### src/design/sess_defs.svh
/*
  Constants for the sector erase status sequencer: register offsets,
  status bit positions, command codes and timing counts.
  Assumes a 10 MHz hclk; included by bare name.
*/
`ifndef SESS_DEFS_SVH
`define SESS_DEFS_SVH

// register byte offsets
`define SESS_OFF_CMD          12'h000
`define SESS_OFF_STATUS       12'h004
`define SESS_OFF_IRQ_STAT     12'h008
`define SESS_OFF_IRQ_MASK     12'h00C
`define SESS_OFF_SECT_SEL     12'h010
`define SESS_OFF_CTRL         12'h014

// command codes (low byte of a command write)
`define SESS_CMD_ERASE        8'h30
`define SESS_CMD_SUSPEND      8'hB0
`define SESS_CMD_RESUME       8'h50
`define SESS_CMD_RESET        8'hF0

// status word bit positions
`define SESS_BIT_POLL         7
`define SESS_BIT_TOGGLE       6
`define SESS_BIT_LIMIT        5
`define SESS_BIT_TIMER        3

// irq bit positions
`define SESS_IRQ_DONE         0
`define SESS_IRQ_LIMIT        1
`define SESS_IRQ_IGNORED      2

// timing
`define SESS_CLK_MHZ          10
`define SESS_TIMEOUT_US       35
`define SESS_TIMEOUT_CYC      (`SESS_TIMEOUT_US * `SESS_CLK_MHZ)
`define SESS_ERASE_CYC        2000
`define SESS_PREPROG_CYC      500
`define SESS_LIMIT_CYC        8000

`endif

### src/design/sess_pkg.sv
/*
  Types for the sector erase status sequencer.
  Assumes the defs header for all numeric constants.
*/
package sess_pkg;

  typedef enum logic [2:0] {
    SESS_READ    = 3'b000,
    SESS_TIMEOUT = 3'b001,
    SESS_PREPROG = 3'b010,
    SESS_ERASE   = 3'b011,
    SESS_SUSPEND = 3'b100
  } sess_state_t;

  typedef struct packed {
    logic data_polling_flag;
    logic toggle;
    logic timing_limit_exceeded_flag;
    logic timer;
  } sess_flags_t;

endpackage

### src/design/sess_counter.sv
/*
  Down counter with load and done pulse, used for the phase timers.
  Assumes loads and runs from the same clock as the sequencer.
*/
`timescale 1ns/1ps
module sess_counter #(
  parameter int W = 16
) (
  // clock and reset
  input  wire logic         hclk,
  input  wire logic         hresetn,
  // control
  input  wire logic         load,
  input  wire logic [W-1:0] load_val,
  input  wire logic         run,
  // status
  output logic              done
);
  logic [W-1:0] cnt;
  logic [W-1:0] next_cnt;
  logic         next_done;

  always_comb begin
    next_cnt  = cnt;
    next_done = 1'b0;
    if (load) begin
      next_cnt = load_val;
    end else if (run && cnt != '0) begin
      next_cnt  = cnt - W'(1);
      next_done = (cnt == W'(1));
    end
  end

  always_ff @(posedge hclk or negedge hresetn) begin
    if (!hresetn) begin
      cnt  <= '0;
      done <= 1'b0;
    end else begin
      cnt  <= next_cnt;
      done <= next_done;
    end
  end
endmodule

### src/design/sess_top.sv
/*
  Sector erase status sequencer behind an AHB-Lite slave.
  Assumes a single AHB-Lite master, word transfers, hclk at 10 MHz.
*/
// Local design decisions: the register offsets and register access over AHB-Lite.
// Notes on behaviour
// - erase completion returns the block to read/reset mode
// - erase time is (erase + preprogram) per selected sector
// - data-polling flag changes together with the timing-limit flag
// - toggle stops when toggle and timing-limit both become one
// - during erase and timeout only erase and suspend commands act
// - status-offset reads during erase return the flags, bit 7 data-polling; other offsets decode as usual
// - erase starts 35 us after last erase code; more codes extend
`timescale 1ns/1ps
`include "sess_defs.svh"
module sess_top #(
  parameter int NSECT     = 8,
  parameter int ERASE_CYC = `SESS_ERASE_CYC,
  parameter int PREP_CYC  = `SESS_PREPROG_CYC,
  parameter int LIMIT_CYC = `SESS_LIMIT_CYC
) (
  // clock and reset
  input  wire logic        hclk,
  input  wire logic        hresetn,
  // ahb-lite slave
  input  wire logic        hsel,
  input  wire logic [11:0] haddr,
  input  wire logic [1:0]  htrans,
  input  wire logic        hwrite,
  input  wire logic [2:0]  hsize,
  input  wire logic [31:0] hwdata,
  input  wire logic        hready,
  output logic [31:0]      hrdata,
  output logic             hreadyout,
  output logic             hresp,
  // interrupt
  output logic             irq
);
  // counters act one edge after reaching zero, so load one less; phases need at least 2
  localparam logic [15:0] TO_CYC   = 16'(`SESS_TIMEOUT_CYC - 1);
  localparam logic [15:0] PREP_LD  = 16'(PREP_CYC - 1);
  localparam logic [15:0] ERASE_LD = 16'(ERASE_CYC - 1);

  sess_pkg::sess_state_t state;
  sess_pkg::sess_state_t next_state;
  sess_pkg::sess_state_t resume_state;
  sess_pkg::sess_state_t next_resume_state;
  sess_pkg::sess_flags_t flags;
  sess_pkg::sess_flags_t next_flags;

  logic [NSECT-1:0] sect;
  logic [NSECT-1:0] next_sect;
  logic [NSECT-1:0] pend;
  logic [NSECT-1:0] next_pend;
  logic [2:0]       irq_stat;
  logic [2:0]       next_irq_stat;
  logic [2:0]       irq_mask;
  logic [2:0]       next_irq_mask;
  logic [31:0]      next_hrdata;
  logic [31:0]      limit_cnt;
  logic [31:0]      next_limit_cnt;
  logic             a_valid;
  logic             a_write;
  logic [11:0]      a_addr;

  // phase timers
  logic to_load;
  logic to_done;
  logic ph_load;
  logic ph_done;
  logic [15:0] ph_val;

  sess_counter #(.W(16)) u_timeout (
    .hclk     (hclk),
    .hresetn  (hresetn),
    .load     (to_load),
    .load_val (TO_CYC),
    .run      (state == sess_pkg::SESS_TIMEOUT),
    .done     (to_done)
  );

  sess_counter #(.W(16)) u_phase (
    .hclk     (hclk),
    .hresetn  (hresetn),
    .load     (ph_load),
    .load_val (ph_val),
    .run      (state == sess_pkg::SESS_PREPROG || state == sess_pkg::SESS_ERASE),
    .done     (ph_done)
  );

  function automatic int first_set(input logic [NSECT-1:0] v);
    int idx;
    idx = -1;
    for (int i = NSECT - 1; i >= 0; i--) begin
      if (v[i]) begin
        idx = i;
      end
    end
    return idx;
  endfunction

  // zero-wait slave: address phase captured, data phase acted on
  assign hreadyout = 1'b1;
  assign hresp     = 1'b0;
  assign irq       = |(irq_stat & irq_mask);

  always_ff @(posedge hclk or negedge hresetn) begin
    if (!hresetn) begin
      a_valid <= 1'b0;
      a_write <= 1'b0;
      a_addr  <= 12'h000;
    end else if (hready) begin
      a_valid <= hsel && htrans[1];
      a_write <= hwrite;
      a_addr  <= haddr;
    end
  end

  logic wr;
  logic rd_next;
  logic busy;
  logic [7:0] cmd;
  assign wr      = a_valid && a_write;
  assign rd_next = hsel && htrans[1] && !hwrite && hready;
  assign cmd     = hwdata[7:0];
  assign busy    = state != sess_pkg::SESS_READ;

  always_comb begin
    next_state        = state;
    next_resume_state = resume_state;
    next_flags        = flags;
    next_sect         = sect;
    next_pend         = pend;
    next_irq_mask     = irq_mask;
    next_irq_stat     = irq_stat;
    next_limit_cnt    = limit_cnt;
    to_load           = 1'b0;
    ph_load           = 1'b0;
    ph_val            = PREP_LD;
    // software clear first so hardware sets below win
    if (wr && a_addr == `SESS_OFF_IRQ_STAT) begin
      next_irq_stat = irq_stat & ~hwdata[2:0];
    end
    if (wr && a_addr == `SESS_OFF_IRQ_MASK) begin
      next_irq_mask = hwdata[2:0];
    end
    if (wr && a_addr == `SESS_OFF_SECT_SEL && (!busy || state == sess_pkg::SESS_TIMEOUT)) begin
      next_sect = hwdata[NSECT-1:0];
    end
    if (wr && a_addr == `SESS_OFF_CMD) begin
      unique case (state)
        sess_pkg::SESS_READ: begin
          if (cmd == `SESS_CMD_ERASE && sect != '0) begin
            next_pend          = sect;
            next_flags         = '0;
            next_flags.timer   = 1'b0;
            next_limit_cnt     = '0;
            to_load            = 1'b1;
            next_state         = sess_pkg::SESS_TIMEOUT;
          end
        end
        sess_pkg::SESS_TIMEOUT: begin
          if (cmd == `SESS_CMD_ERASE) begin
            next_pend = pend | sect;
            to_load   = 1'b1;
          end else if (cmd == `SESS_CMD_SUSPEND) begin
            next_resume_state = sess_pkg::SESS_PREPROG;
            next_state        = sess_pkg::SESS_SUSPEND;
          end else begin
            next_irq_stat[`SESS_IRQ_IGNORED] = 1'b1;
          end
        end
        sess_pkg::SESS_PREPROG, sess_pkg::SESS_ERASE: begin
          if (cmd == `SESS_CMD_SUSPEND) begin
            next_resume_state = state;
            next_state        = sess_pkg::SESS_SUSPEND;
          end else if (cmd != `SESS_CMD_ERASE) begin
            // late erase codes are accepted silently but not added
            next_irq_stat[`SESS_IRQ_IGNORED] = 1'b1;
          end
        end
        sess_pkg::SESS_SUSPEND: begin
          if (cmd == `SESS_CMD_RESUME) begin
            next_state = resume_state;
            ph_load    = 1'b1;
            ph_val     = (resume_state == sess_pkg::SESS_ERASE) ? ERASE_LD
                                                               : PREP_LD;
          end
        end
        default: next_state = sess_pkg::SESS_READ;
      endcase
    end
    // sequencing; one sector costs preprogram plus erase
    if (state == sess_pkg::SESS_TIMEOUT && to_done && next_state == state) begin
      next_flags.timer = 1'b1;
      ph_load          = 1'b1;
      ph_val           = PREP_LD;
      next_state       = sess_pkg::SESS_PREPROG;
    end
    if (ph_done && next_state == state) begin
      if (state == sess_pkg::SESS_PREPROG) begin
        ph_load    = 1'b1;
        ph_val     = ERASE_LD;
        next_state = sess_pkg::SESS_ERASE;
      end else if (state == sess_pkg::SESS_ERASE) begin
        next_pend[first_set(pend)] = 1'b0;
        if ((pend & (pend - NSECT'(1))) == '0) begin
          next_flags.data_polling_flag = 1'b1;
          next_irq_stat[`SESS_IRQ_DONE] = 1'b1;
          next_state = sess_pkg::SESS_READ;
        end else begin
          ph_load    = 1'b1;
          ph_val     = PREP_LD;
          next_state = sess_pkg::SESS_PREPROG;
        end
      end
    end
    // timing limit: polling and toggle settle in the same cycle as the limit flag
    if (busy && state != sess_pkg::SESS_SUSPEND && !flags.timing_limit_exceeded_flag) begin
      next_limit_cnt = limit_cnt + 32'(1);
      if (limit_cnt == 32'(LIMIT_CYC - 1)) begin
        next_flags.timing_limit_exceeded_flag = 1'b1;
        next_flags.data_polling_flag          = 1'b1;
        next_flags.toggle                     = 1'b1;
        next_irq_stat[`SESS_IRQ_LIMIT] = 1'b1;
      end
    end
    // toggle inverts on every read of any offset while busy and the limit flag is clear, suspend included; the limit flag clears only on erase from read
    if (rd_next && busy && !next_flags.timing_limit_exceeded_flag) begin
      next_flags.toggle = ~flags.toggle;
    end
    if (flags.timing_limit_exceeded_flag && busy && next_state == state) begin
      // halt on limit: leave algorithm with flags frozen
      next_state = sess_pkg::SESS_READ;
    end
  end

  always_ff @(posedge hclk or negedge hresetn) begin
    if (!hresetn) begin
      state        <= sess_pkg::SESS_READ;
      resume_state <= sess_pkg::SESS_PREPROG;
      flags        <= '0;
      sect         <= '0;
      pend         <= '0;
      irq_stat     <= 3'h0;
      irq_mask     <= 3'h0;
      limit_cnt    <= 32'h0;
      hrdata       <= 32'h0;
    end else begin
      state        <= next_state;
      resume_state <= next_resume_state;
      flags        <= next_flags;
      sect         <= next_sect;
      pend         <= next_pend;
      irq_stat     <= next_irq_stat;
      irq_mask     <= next_irq_mask;
      limit_cnt    <= next_limit_cnt;
      hrdata       <= next_hrdata;
    end
  end

  // read data registered at the address phase so it stands in the data phase
  always_comb begin
    next_hrdata = hrdata;
    if (rd_next) begin
      next_hrdata = 32'h0;
      unique case (haddr)
        `SESS_OFF_STATUS: begin
          next_hrdata[`SESS_BIT_POLL]   = flags.data_polling_flag;
          next_hrdata[`SESS_BIT_TOGGLE] = flags.toggle;
          next_hrdata[`SESS_BIT_LIMIT]  = flags.timing_limit_exceeded_flag;
          next_hrdata[`SESS_BIT_TIMER]  = flags.timer;
        end
        `SESS_OFF_IRQ_STAT: next_hrdata[2:0] = irq_stat;
        `SESS_OFF_IRQ_MASK: next_hrdata[2:0] = irq_mask;
        `SESS_OFF_SECT_SEL: next_hrdata[NSECT-1:0] = sect;
        `SESS_OFF_CTRL:     next_hrdata[2:0] = state;
        default:            next_hrdata = 32'h0;
      endcase
    end
  end
endmodule
### config.mk
export PLATFORM = sky130hd
export DESIGN_NAME = sess_top
export DESIGN_NICKNAME = d
export VERILOG_FILES = /design/src/design/sess_pkg.sv /design/src/design/sess_counter.sv /design/src/design/sess_top.sv
export VERILOG_INCLUDE_DIRS = /design/src /design/src/design
export SDC_FILE = /design/constraint.sdc
export NUM_CORES = 1
export LEC_CHECK = 0
export ABC_AREA = 1
export BUFFER_PORTS_ARGS = -buffer_cell sky130_fd_sc_hd__buf_2
export CAP_MARGIN = 15
export CORE_ASPECT_RATIO = 0.7
export CORE_MARGIN = 4
export CORE_UTILIZATION = 50
export DETAILED_ROUTE_END_ITERATION = 10
export HOLD_SLACK_MARGIN = 0.03
export PLACE_DENSITY = 0.77
export SKIP_LAST_GASP = 1
export SYNTH_ARGS = -nofsm -noshare
export SYNTH_HDL_FRONTEND = slang
export SYNTH_HIERARCHICAL = 1
export SYNTH_SLANG_ARGS = --single-unit
### constraint.sdc
create_clock -name hclk -period 3.5 [get_ports hclk]
set_clock_uncertainty 0.2 [all_clocks]
set_input_delay 0.175 -clock hclk [delete_from_list [all_inputs] [get_ports hclk]]
set_output_delay 0.175 -clock hclk [all_outputs]
set_load 0.01 [all_outputs]
# After elaboration in Yosys (flattened, before gate mapping)
# Index checks and enable logic that the tools add are counted.
# Widths: inputs -> output; s select.
[totals]
input_bits = 54
register_bits = 120
out_inout_bits = 35
elab_cells = 206
[op_classes]
bitwise = 8
addsub = 4
muxes = 97
n_lt_le_gt_ge = 2
eq_ne = 27
reduce_logical = 49
[ops]
columns = ["cell", "count"]
rows = [
  ["$mux 32", 15],
  ["$mux 16", 9],
  ["$eq 12x4->1 const B", 4],
  ["$mux 3", 16],
  ["$mux 8", 6],
  ["$mux 11", 4],
  ["$eq 12x5->1 const B", 3],
  ["$mux 1", 34],
  ["$add 32x1->32 const B", 1],
  ["$eq 16x1->1 const B", 2],
  ["$eq 32x13->1 const B", 1],
  ["$ge 32x1->1 const B", 1],
  ["$lt 32x5->1 const B", 1],
  ["$reduce_bool 16->1", 2],
  ["$sub 16x1->16 const B", 2],
  ["$pmux 3 s4", 2],
  ["$logic_and 1x1->1", 22],
  ["$reduce_bool 2->1", 9],
  ["$and 8x8->8", 2],
  ["$pmux 8 s2", 1],
  ["$eq 12x3->1 const B", 1],
  ["$logic_not 12->1", 1],
  ["$mux 4", 3],
  ["$pmux 3 s2", 2],
  ["29 further kinds", 43],
]

# Longest topological paths before layout
# Gate-level depths: netlist (run 1).
[logic_depth]
word_depth = 20
ltp_mapped = 21
ltp_nobuf = 21

# Modules after synthesis
# Netlist (run 1), hierarchy kept.
[modules_own_cells]
columns = ["mod", "n_inst", "area_per_inst_um2", "cells_each", "seq_area_each_um2"]
rows = [
  ["sess_top", 1, 5028.6, 665, 2153.3],
  ["sess_counter", 2, 1333.8, 184, 425.4],
]

# Worst setup path after synthesis (run 1)
# Ideal clock, no wire load.
[synth_path]
kind = "flip-flop to flip-flop"
from = "reg state[1]"
to = "reg u_phase.cnt[9]"
n_path_buf = 0
synth_period_minus_slack_ns = 2.844
path_stages_with_launch = 21
required_ns = 3.183
arrival_time_ns = 2.527
setup_ns = 0.117
setup_slack_ns = 0.656
path_cell_list = "dfrtp_1 inv_2 nor2_2 inv_2 nand2_4 nand3_4 nand2_4 nand2_4 nand3_2 nand2_1 nor2_2 nand2_2 clkinv_2 nand2_4 nor2_1 a31oi_1 o211ai_1 clkinv_1 or2_2 nand3_1 nand2_1"
[synth_between]
elab_chain_len = 12
elab_cells_between_ends = 36
cone_classes = "eq/ne (6); mux (22); reduce/logical (8)"
[synth_rtl]
columns = ["item", "line_no", "rtl"]
rows = [
  ["start, declared", "sess_top.sv:44", "sess_pkg::sess_state_t state;"],
  ["start signal, assigned", "sess_top.sv:240", "state <= sess_pkg::SESS_READ;"],
  ["start signal, assigned", "sess_top.sv:250", "state <= next_state;"],
  ["$eq 3x2->1, or another cell as far along", "sess_top.sv:151, sess_top.sv:201", ""],
  ["$reduce_or 2->1 or $mux 3 (tied branches)", "sess_top.sv:151, sess_top.sv:163", ""],
  ["$pmux 3 s4", "sess_top.sv:151", "unique case (state)"],
  ["$mux 3", "sess_top.sv:150", "if (wr && a_addr == `SESS_OFF_CMD) begin"],
  ["$eq 3x3->1", "sess_top.sv:194", "if (state == sess_pkg::SESS_TIMEOUT && to_done && next_state == state) begin"],
  ["$logic_and 1x1->1", "sess_top.sv:194", ""],
  ["$mux 1", "sess_top.sv:194", ""],
  ["$mux 1", "sess_top.sv:207", "if ((pend & (pend - NSECT'(1))) == '0) begin"],
  ["$mux 1", "sess_top.sv:205", "end else if (state == sess_pkg::SESS_ERASE) begin"],
  ["$mux 1", "sess_top.sv:201", "if (state == sess_pkg::SESS_PREPROG) begin"],
  ["$mux 1 *", "sess_top.sv:200", "if (ph_done && next_state == state) begin"],
  ["via ph_load", "sess_top.sv:69", "logic ph_load;"],
  ["$mux 16 or $reduce_bool 2->1 (tied branches)", "--", ""],
  ["end signal, assigned", "sess_counter.sv:39", "cnt <= next_cnt;"],
  ["end, declared", "sess_counter.sv:19", "logic [W-1:0] cnt;"],
]
# Mark *: on every way through the listed nets, which the timed path passes. The rest lies on a longest branch.
# A chain may end at the register's enable or synchronous reset.

# Worst setup path in the final report (run 1)
[layout_path]
from = "reg a_addr[7]"
to = "reg u_phase.cnt[1]"
[layout_between]
elab_chain_len = 11
elab_cells_between_ends = 22
cone_classes = "eq/ne (2); mux (15); reduce/logical (5)"
[layout_rtl]
columns = ["item", "line_no", "rtl"]
rows = [
  ["start, declared", "sess_top.sv:64", "logic [11:0] a_addr;"],
  ["start signal, assigned", "sess_top.sv:115", "a_addr <= haddr;"],
  ["$logic_not 12->1 (no source line) *", "--", ""],
  ["$logic_and 1x1->1 (no source line) *", "--", ""],
  ["$mux 3", "sess_top.sv:150", ""],
  ["$eq 3x3->1", "sess_top.sv:194", ""],
  ["$logic_and 1x1->1", "sess_top.sv:194", ""],
  ["$mux 1", "sess_top.sv:194", ""],
  ["$mux 1", "sess_top.sv:207", ""],
  ["$mux 1", "sess_top.sv:205", ""],
  ["$mux 1", "sess_top.sv:201", ""],
  ["$mux 1 *", "sess_top.sv:200", ""],
  ["via ph_load", "sess_top.sv:69", ""],
  ["$mux 16 or $reduce_bool 2->1 (tied branches)", "--", ""],
]
# Marked as above.

==> results of run 1 <==
## tightest hold or removal path: stages
cell and delay, ns:
buf_2 0.10, nand3_1 0.12, nor2_1 0.15, nand2_1 0.10
nand2_1 0.04
## routing by layer
layer	global-route usage (%)	vias up	wire, um
met5	0	-	0
met2	34.20	284	8687
met3	4.274	45	1341
li1	-	3559	-
met4	7.168	0	354
met1	34.29	3414	9322
## worst max-delay path by stage
stage,endpoint,slack (ns),depth (start not counted)
3_3_place_gp,u_phase/cnt[9]$_DFFE_PN0P_,0.39,19
2_1_floorplan,u_phase/cnt[9]$_DFFE_PN0P_,0.66,20
3_5_place_dp,u_phase/cnt[9]$_DFFE_PN0P_,0.28,19
5_1_grt,u_phase/cnt[1]$_DFFE_PN0P_,-0.02,20
6_report,u_phase/cnt[1]$_DFFE_PN0P_,0.30,17
4_1_cts,u_phase/cnt[9]$_DFFE_PN0P_,0.23,21
## synthesized netlist by cell type, types with 2 or more instances
master	instances
o21ai_1	7
or2_2	5
nand4_1	20
a31oi_1	8
mux2i_1	3
nor2_4	12
nand2_1	271
nor3_2	3
ha_1	5
xnor2_1	6
a22oi_1	14
xor2_1	4
conb_1	2
o22ai_1	3
buf_12	2
buf_4	26
nor3_4	2
nand3_2	31
clkbuf_1	12
nor3_1	11
inv_2	13
buf_2	3
nand3b_1	9
o211ai_1	2
nand2_2	14
inv_1	88
clkbuf_4	2
nor2_2	9
o21ai_0	53
nand3_1	80
nor2_1	116
dfrtp_1	119
a21oi_1	40
nor4_1	8
nand2_4	12
clkinv_1	3
## power groups by stage
stage,clock (uW),sequential [uW],combinational [uW]
floorplan,0,1480,225
global placement,0,1490,283
detailed placement,0,1490,290
CTS,1850,1470,334
global route,1920,1480,397
finish,1830,1470,356
## cell type report
| type | count | area share [%] |
|---|---|---|
| Tap cell | 195 | 2.653 |
| Multi-Input combinational cell | 813 | 45.60 |
| Clock buffer | 17 | 4.625 |
| Clock inverter | 15 | 2.068 |
| Timing Repair Buffer | 93 | 8.094 |
| Inverter | 105 | 4.299 |
| Sequential cell | 120 | 32.66 |
## logic make-up (layout without fill, tap and decap cells)
kind of cell	count (synthesis)	after routing
AOI/OAI and AO/OA	134	134
xor gates and xnor gates	10	10
muxes	4	4
adders and majority gates	5	5
other	2	52
DFF	120	120
buffers and inverters	150	230
and+or+nand+nor	608	608
## repair_timing
item	in CTS	in global routing
setup endpoints to repair	0	17
gates resized for setup	0	5
endpoints found under the hold margin	86	0
hold buffers	45	0
buffers inserted	0	0
## state kept, by name (all words and copies together), names as in the netlist
register	cells
resume_state	3
state	3
limit_cnt	32
u_timeout/cnt	16
u_phase/cnt	16
irq_mask	3
sect	8
a_valid	1
irq_stat	3
hrdata	8
flags	4
a_write	1
a_addr	12
pend	8
u_phase/done	1
u_timeout/done	1
## stage by stage
step / power [uW] / instance area, sq um
after floorplan: 1709 / 7884
after global placement: 1775 / 8118
after detailed placement: 1784 / 8118
after CTS: 3656 / 9184
after global routing: 3796 / 9198
final: 3661 / 9198
==> out/metrics.csv, run 1 <==
stage,metric,value,unit
outcome,status,finished clean,
synthesis,yosys.area.top_type_share,38.69,%
power,power_leakage,0.004590,uW
power,internal_power,2697,uW
synthesis,synth_cell_type_count,51,
hold_path,min_to,hrdata[6]$_DFFE_PN0P_,
grt,grt_pass1_vias,6856,
timing,slew_viol_final,0,
grt,track_usage,23.10,%
synthesis,synth_xor_area_share,1.138,%
hold_path,worstHoldStart,hsel,
layout,area_growth,19.51,%
worst_setup_path,path_common_cell,nand2_1,
synthesis,synth_edf_count,0,
timing,setup_viol,0,
worst_setup_path,critPathSlowestCell,dfrtp_1,
hold_path,hp-class,in2reg,
clock_tree,cts_buffers,17,
worst_setup_path,cp.required,3.59,ns
power,power_frac_clock,50.0,%
worst_setup_path,worstPathCellList,inv_1 -> nand2_1 -> nor2_1 -> nand4_1 -> o21ai_2 -> nand2_2 -> nand2_1 -> nand2_2 -> nand2_4 -> nor2_1 -> a31oi_1 -> o211ai_1 -> inv_2 -> buf_4 -> nand2_4 -> nand2_1 -> o21ai_1,
floorplanning,ios,89,
placed_design,port_buffers,34,
power,p_sw,963.9,uW
clock_tree,clkSinkCount,120,
synthesis,synth_top_area_cell,dfrtp_1,
floorplanning,rows,37,
power,sw_frac_of_total,26.33,%
layout,layout_common_cells,"271 x nand2_1, 119 x dfrtp_1, 114 x nor2_1",
floorplanning,die_h,111.8,um
synthesis,avgSynthCellArea,7.450,sq um
layout,stdcell_count,1358,
worst_setup_path,timing.rr.end,u_phase/cnt[1]$_DFFE_PN0P_,
worst_setup_path,crit_type,reg2reg,
timing,fin_ws,0.2958,ns
timing,final.period_utilization,91.55,%
grt,antenna_found_initial,0,
hold_path,whs_path_depth,5,
synthesis,async_flop_share,100.0,%
placed_design,placedCellCount,1281,
timing,hold_ws,0.1103,ns
synthesis,synthMuxAreaShare,0.5365,%
floorplanning,die_area,17470,sq um
worst_setup_path,arrival,3.29,ns
timing,maxSlewHeadroom,53.98,%
floorplanning,die_w,156.3,um
synthesis,yosys.area_share.simple,39.44,%
clock_tree,max-clock-path-buffers,2,
timing,fmax,312.1,MHz
grt,grt_overflow_total,0,
layout,fill_cells,1244,
timing,finalCriticalPeriod,3.204,ns
layout,layout-drive-gt1-share,16.68,%
synthesis,synth.cell_area,7696,sq um
clock_tree,cts_max_level,4,
synthesis,ys_seq_area_share,39.03,%
flow_run,drv_cap,0,
layout,utilization,61.70,%
synthesis,synth_area_leaders,"dfrtp_1 39%, nand2_1 13%, nor2_1 5.7%",
floorplanning,start_util,51.63,%
power,pwr-share-seq,40.3,%
layout,multi_input_area,4194,sq um
clock_tree,cts_tree,built,
synthesis,ys.flop_type,dfrtp_1,
worst_setup_path,critPathTopFamily,simple AND/OR/NAND/NOR gates,
worst_setup_path,reg2regPathDepth,17,
floorplanning,core_area,14910,sq um
route,vias_per_cell,5.377,
clock_tree,cts.clk_slew.worst_paths,0.06,ns
route,drt-total-wl,19710,um
synthesis,synth-warning-count,6,
timing,final_hold_viol_count,0,
synthesis,synth_compound_area_share,9.771,%
route,drc,0,
worst_setup_path,startpoint,a_addr[7]$_DFFE_PN0P_,
route,vias,7302,
route,ant_nets,0,
clock_tree,worstSkewPairLatency,0.41,ns
layout,final_common_cell,nand2_1,
placed_design,dp_slack,0.2843,ns
route,dr.first_iter.drc_count,704,
power,vdd_drop_max,348.0,uV
layout,regArea,3004,sq um
layout,n_antenna_cell,0,
worst_setup_path,reg2reg_slack,0.30,ns
placed_design,globalplace.congestion,0.9113,
synthesis,synth-seq-cells,120,
worst_setup_path,slowest_delay,0.37,ns
route,wl_per_cell,14.51,um
grt,grt_max_degree,72,
worst_setup_path,cp_num_buf_inv,3,
power,p_per_area,398.1,nW/um^2
placed_design,hpwlAfterDp,12760,um
timing,setup_tns,0,ns
route,dr.pass1.iters,5,
power,combinationalPowerShare,9.7,%
synthesis,synthAdderAreaFrac,0.8129,%
worst_setup_path,r2r-start,a_addr[7]$_DFFE_PN0P_,
timing,worst_pin_slew,0.6903,ns
grt,grt_pass1_wl,33510,um
worst_setup_path,crit_fanout,8,
clock_tree,root_buffer,clkbuf_16,
synthesis,synth_top_family_by_area,simple AND/OR/NAND/NOR gates,
layout,final_nets,1209,
worst_setup_path,cp-end-kind,register,
synthesis,syn_inst,1033,
worst_setup_path,crit_path_start_kind,register,
Note: power is estimated with default switching activity, not from simulation.
==> run 2, diff against run 1 <==
- ABC_AREA: 1 -> 0
- CORE_ASPECT_RATIO: 0.7 -> 0.6
==> run 2 against run 1 <==
Utilization decreased by 1.9 points. Maximum frequency decreased by 2.9%. Clock power decreased by 9%. Sequential cell count unchanged. Die area decreased by 8.7%. Worst setup slack got worse by 0.095 ns. Highest routed layer unchanged.
==> out/metrics.csv, run 2 <==
stage,metric,value,unit,change
clock_tree,cts_max_level,4,,unchanged
timing,grt_setup_unrepaired,false,,
synthesis,synthTopCellsByCount,"119 x dfrtp_1, 94 x nand2_1, 61 x nand3_1",,
grt,met2_usage,30.93,%,-3.3 points
power,p_per_area,401.0,nW/um^2,+0.74%
route,ant_nets,0,,unchanged
timing,worst_pin_slew,0.9638,ns,+0.2735 ns
floorplanning,ios,89,,unchanged
synthesis,ys.flop_type,dfrtp_1,,
floorplanning,core_area,13670,sq um,-8.3%
timing,setup_tns,0,ns,unchanged
timing,final.period_utilization,94.27,%,+2.7 points
layout,final_nets,916,,-24%
worst_setup_path,crit_path_start_kind,primary input,,
route,dr.pass1.iters,5,,unchanged
grt,met1_usage,36.28,%,+2.0 points
placed_design,hpwlAfterDp,12160,um,-4.7%
synthesis,ys_seq_area_share,43.10,%,+4.1 points
clock_tree,max-clock-path-buffers,2,,unchanged
placed_design,globalplace.congestion,0.9562,,+4.9%
clock_tree,worstSkewPairLatency,0.42,ns,about the same
timing,maxSlewHeadroom,35.21,%,-19 points
grt,track_usage,22.98,%,-0.12 points
route,vias_per_cell,5.953,,+11%
synthesis,yosysMostFrequentCell,dfrtp_1,,
route,wl_per_cell,16.82,um,+16%
power,total_power,3275,uW,-11%
layout,stdcell_count,1062,,-22%
worst_setup_path,cp.required,3.61,ns,+0.02 ns
clock_tree,cts.clk_slew.worst_paths,0.06,ns,about the same
placed_design,port_buffers,34,,unchanged
floorplanning,die_h,99.46,um,-11%
floorplanning,die_area,15960,sq um,-8.7%
layout,largest-register,limit_cnt,,
worst_setup_path,arrival,3.41,ns,+0.12 ns
timing,final_hold_viol_count,0,,unchanged
clock_tree,clkSinkCount,120,,unchanged
synthesis,synth_area_leaders,"dfrtp_1 43%, nand2_1 5.1%, nand3_1 4.4%",,
synthesis,synth-seq-cells,120,,unchanged
grt,antenna_found_initial,0,,unchanged
timing,slew_viol_final,0,,unchanged
clock_tree,cts_buffers,17,,unchanged
floorplanning,start_util,51.00,%,-0.63 points
outcome,status,finished clean,,
layout,layout-drive-gt1-share,14.60,%,-2.1 points
synthesis,synth.cell_area,6970,sq um,-9.4%
layout,n_antenna_cell,0,,unchanged
hold_path,hp-class,in2reg,,
grt,top_usage_layer,met1,,
power,vdd_drop_max,347.9,uV,about the same
timing,fin_ws,0.2004,ns,-0.09544 ns
route,vias,6322,,-13%
synthesis,synth_cell_type_count,85,,+67%
grt,grtUsageMet3,5.714,%,+1.4 points
timing,setup_viol,0,,unchanged
layout,layout_common_cells,"119 x dfrtp_1, 94 x nand2_1, 61 x nand3_1",,
worst_setup_path,crit_fanout,15,,+7
synthesis,syn_inst,769,,-26%
worst_setup_path,cp-end-kind,register,,
timing,fmax,303.1,MHz,-2.9%
route,drt-total-wl,17860,um,-9.4%
flow_run,drv_cap,0,,unchanged
grt,grt_max_degree,63,,-13%
synthesis,yosys.area.top_type_share,42.72,%,+4.0 points
worst_setup_path,crit_type,in2reg,,
layout,largest_register_ffs,32,,unchanged
synthesis,synth-warning-count,6,,unchanged
synthesis,synth_edf_count,0,,unchanged
synthesis,avgSynthCellArea,9.064,sq um,+22%
placed_design,placedCellCount,1005,,-22%
floorplanning,rows,33,,-11%
grt,grt_overflow_total,0,,unchanged
synthesis,async_flop_share,100.0,%,unchanged
layout,final_common_cell,dfrtp_1,,
placed_design,dp_slack,0.2026,ns,-0.08162 ns
layout,reg.largest.list,"limit_cnt x32, u_phase/cnt x16, u_timeout/cnt x16",,
clock_tree,cts_tree,built,,
synthesis,synth_top_area_cell,dfrtp_1,,
grt,grt_pass1_vias,5827,,-15%
clock_tree,root_buffer,clkbuf_16,,
timing,finalCriticalPeriod,3.300,ns,+0.09544 ns
route,dr.first_iter.drc_count,705,,+0.14%
power,power_leakage,0.003458,uW,-25%
floorplanning,die_w,160.4,um,+2.7%
layout,area_growth,17.18,%,
grt,grt_pass1_wl,29780,um,-11%
route,drc,0,,unchanged
==> run 2: cell types whose count changed after synthesis, sizes merged, moves of 13 or more <==
cell / previous run / this run
nor2: 137 / 54
a21oi: 40 / 24
nor4: 8 / 21
nand2: 297 / 94
inv: 101 / 24
nand3: 112 / 61
mux2: 1 / 18
==> run 2: final timing paths <==
path,startpoint,endpoint,slack [ns],depth (start not counted)
max reg2reg,state[0]$_DFF_PN0_,u_phase/cnt[7]$_DFFE_PN0P_,0.23,10
max in group asynchronous,hresetn,resume_state[1]$_DFFE_PN1P_,2.13,3
max,hwdata[5],u_phase/cnt[7]$_DFFE_PN0P_,0.20,12
min reg2reg,limit_cnt[12]$_DFFE_PN0P_,limit_cnt[12]$_DFFE_PN0P_,0.26,1
min,hready,a_addr[4]$_DFFE_PN0P_,0.05,2
min in group asynchronous,hresetn,limit_cnt[26]$_DFFE_PN0P_,0.20,2
==> run 2: cell families (layout without fill, tap and decap cells) <==
family | count (synthesis) | in the layout | synth area share, %
simple gates | 357 | 357 | 28.04
fa+ha+maj | 6 | 6 | 1.041
compound gates | 174 | 174 | 16.64
xor+xnor | 4 | 4 | 0.5027
other cells | 2 | 52 | 0.1077
mux | 28 | 28 | 4.344
flops | 120 | 120 | 43.10
buf+inv | 78 | 129 | 6.228
==> run 2: critical path, stage by stage <==
cell and delay, ns:
dlygate4sd3_1 0.55, buf_2 0.16, or4b_4 0.50, nor4_1 0.36, a211o_1 0.18, nand3_1 0.14
a21oi_1 0.18, a211o_2 0.30, clkinvlp_4 0.33, nand3_1 0.16, o311ai_0 0.14, a31o_2 0.24
==> run 2: layout make-up <==
cell class / count / area (sq um)
repair buffers: 73 / 540.5
clock buffers: 18 / 439.2
multi-input cells: 621 / 3721
well taps: 192 / 240.2
inverters: 24 / 93.84
fillers: 1134 / 5499
clock inverters: 14 / 128.9
flip-flops and latches: 120 / 3004
==> run 2: through the flow <==
| step | hold WS, ns | instance area, sq um | util [%] |
|---|---|---|---|
| floorplan | -0.3206 | 7158 | - |
| global placement | 0.1276 | 7345 | 53.74 |
| detailed placement | 0.1296 | 7345 | 53.74 |
| CTS | 0.04769 | 8163 | 59.73 |
| global route | 0.06226 | 8168 | 59.76 |
| finish | 0.05384 | 8168 | 59.76 |
==> run 2: power by group <==
group / leakage (uW) / internal, uW / total [uW] / switching (uW)
Clock: 0.000272 / 996 / 1670 / 674
Combinational: 0.00190 / 69.6 / 168 / 98.7
Sequential: 0.00128 / 1410 / 1440 / 25.0
==> run 2: timing repair <==
| item | 4_1_cts | 5_1_grt |
|---|---|---|
| gates resized for setup | 0 | 2 |
| endpoints found under the hold margin | 88 | 0 |
| hold buffers | 25 | 0 |
| setup endpoints to repair | 0 | 6 |
| setup buffers | 0 | 0 |
==> run 2: per-layer routing <==
layer | share of wire [%] | routed length, um
met4 | 0.96 | 172
met1 | 49 | 8702
met5 | 0 | 0
met3 | 9.7 | 1735
met2 | 41 | 7249
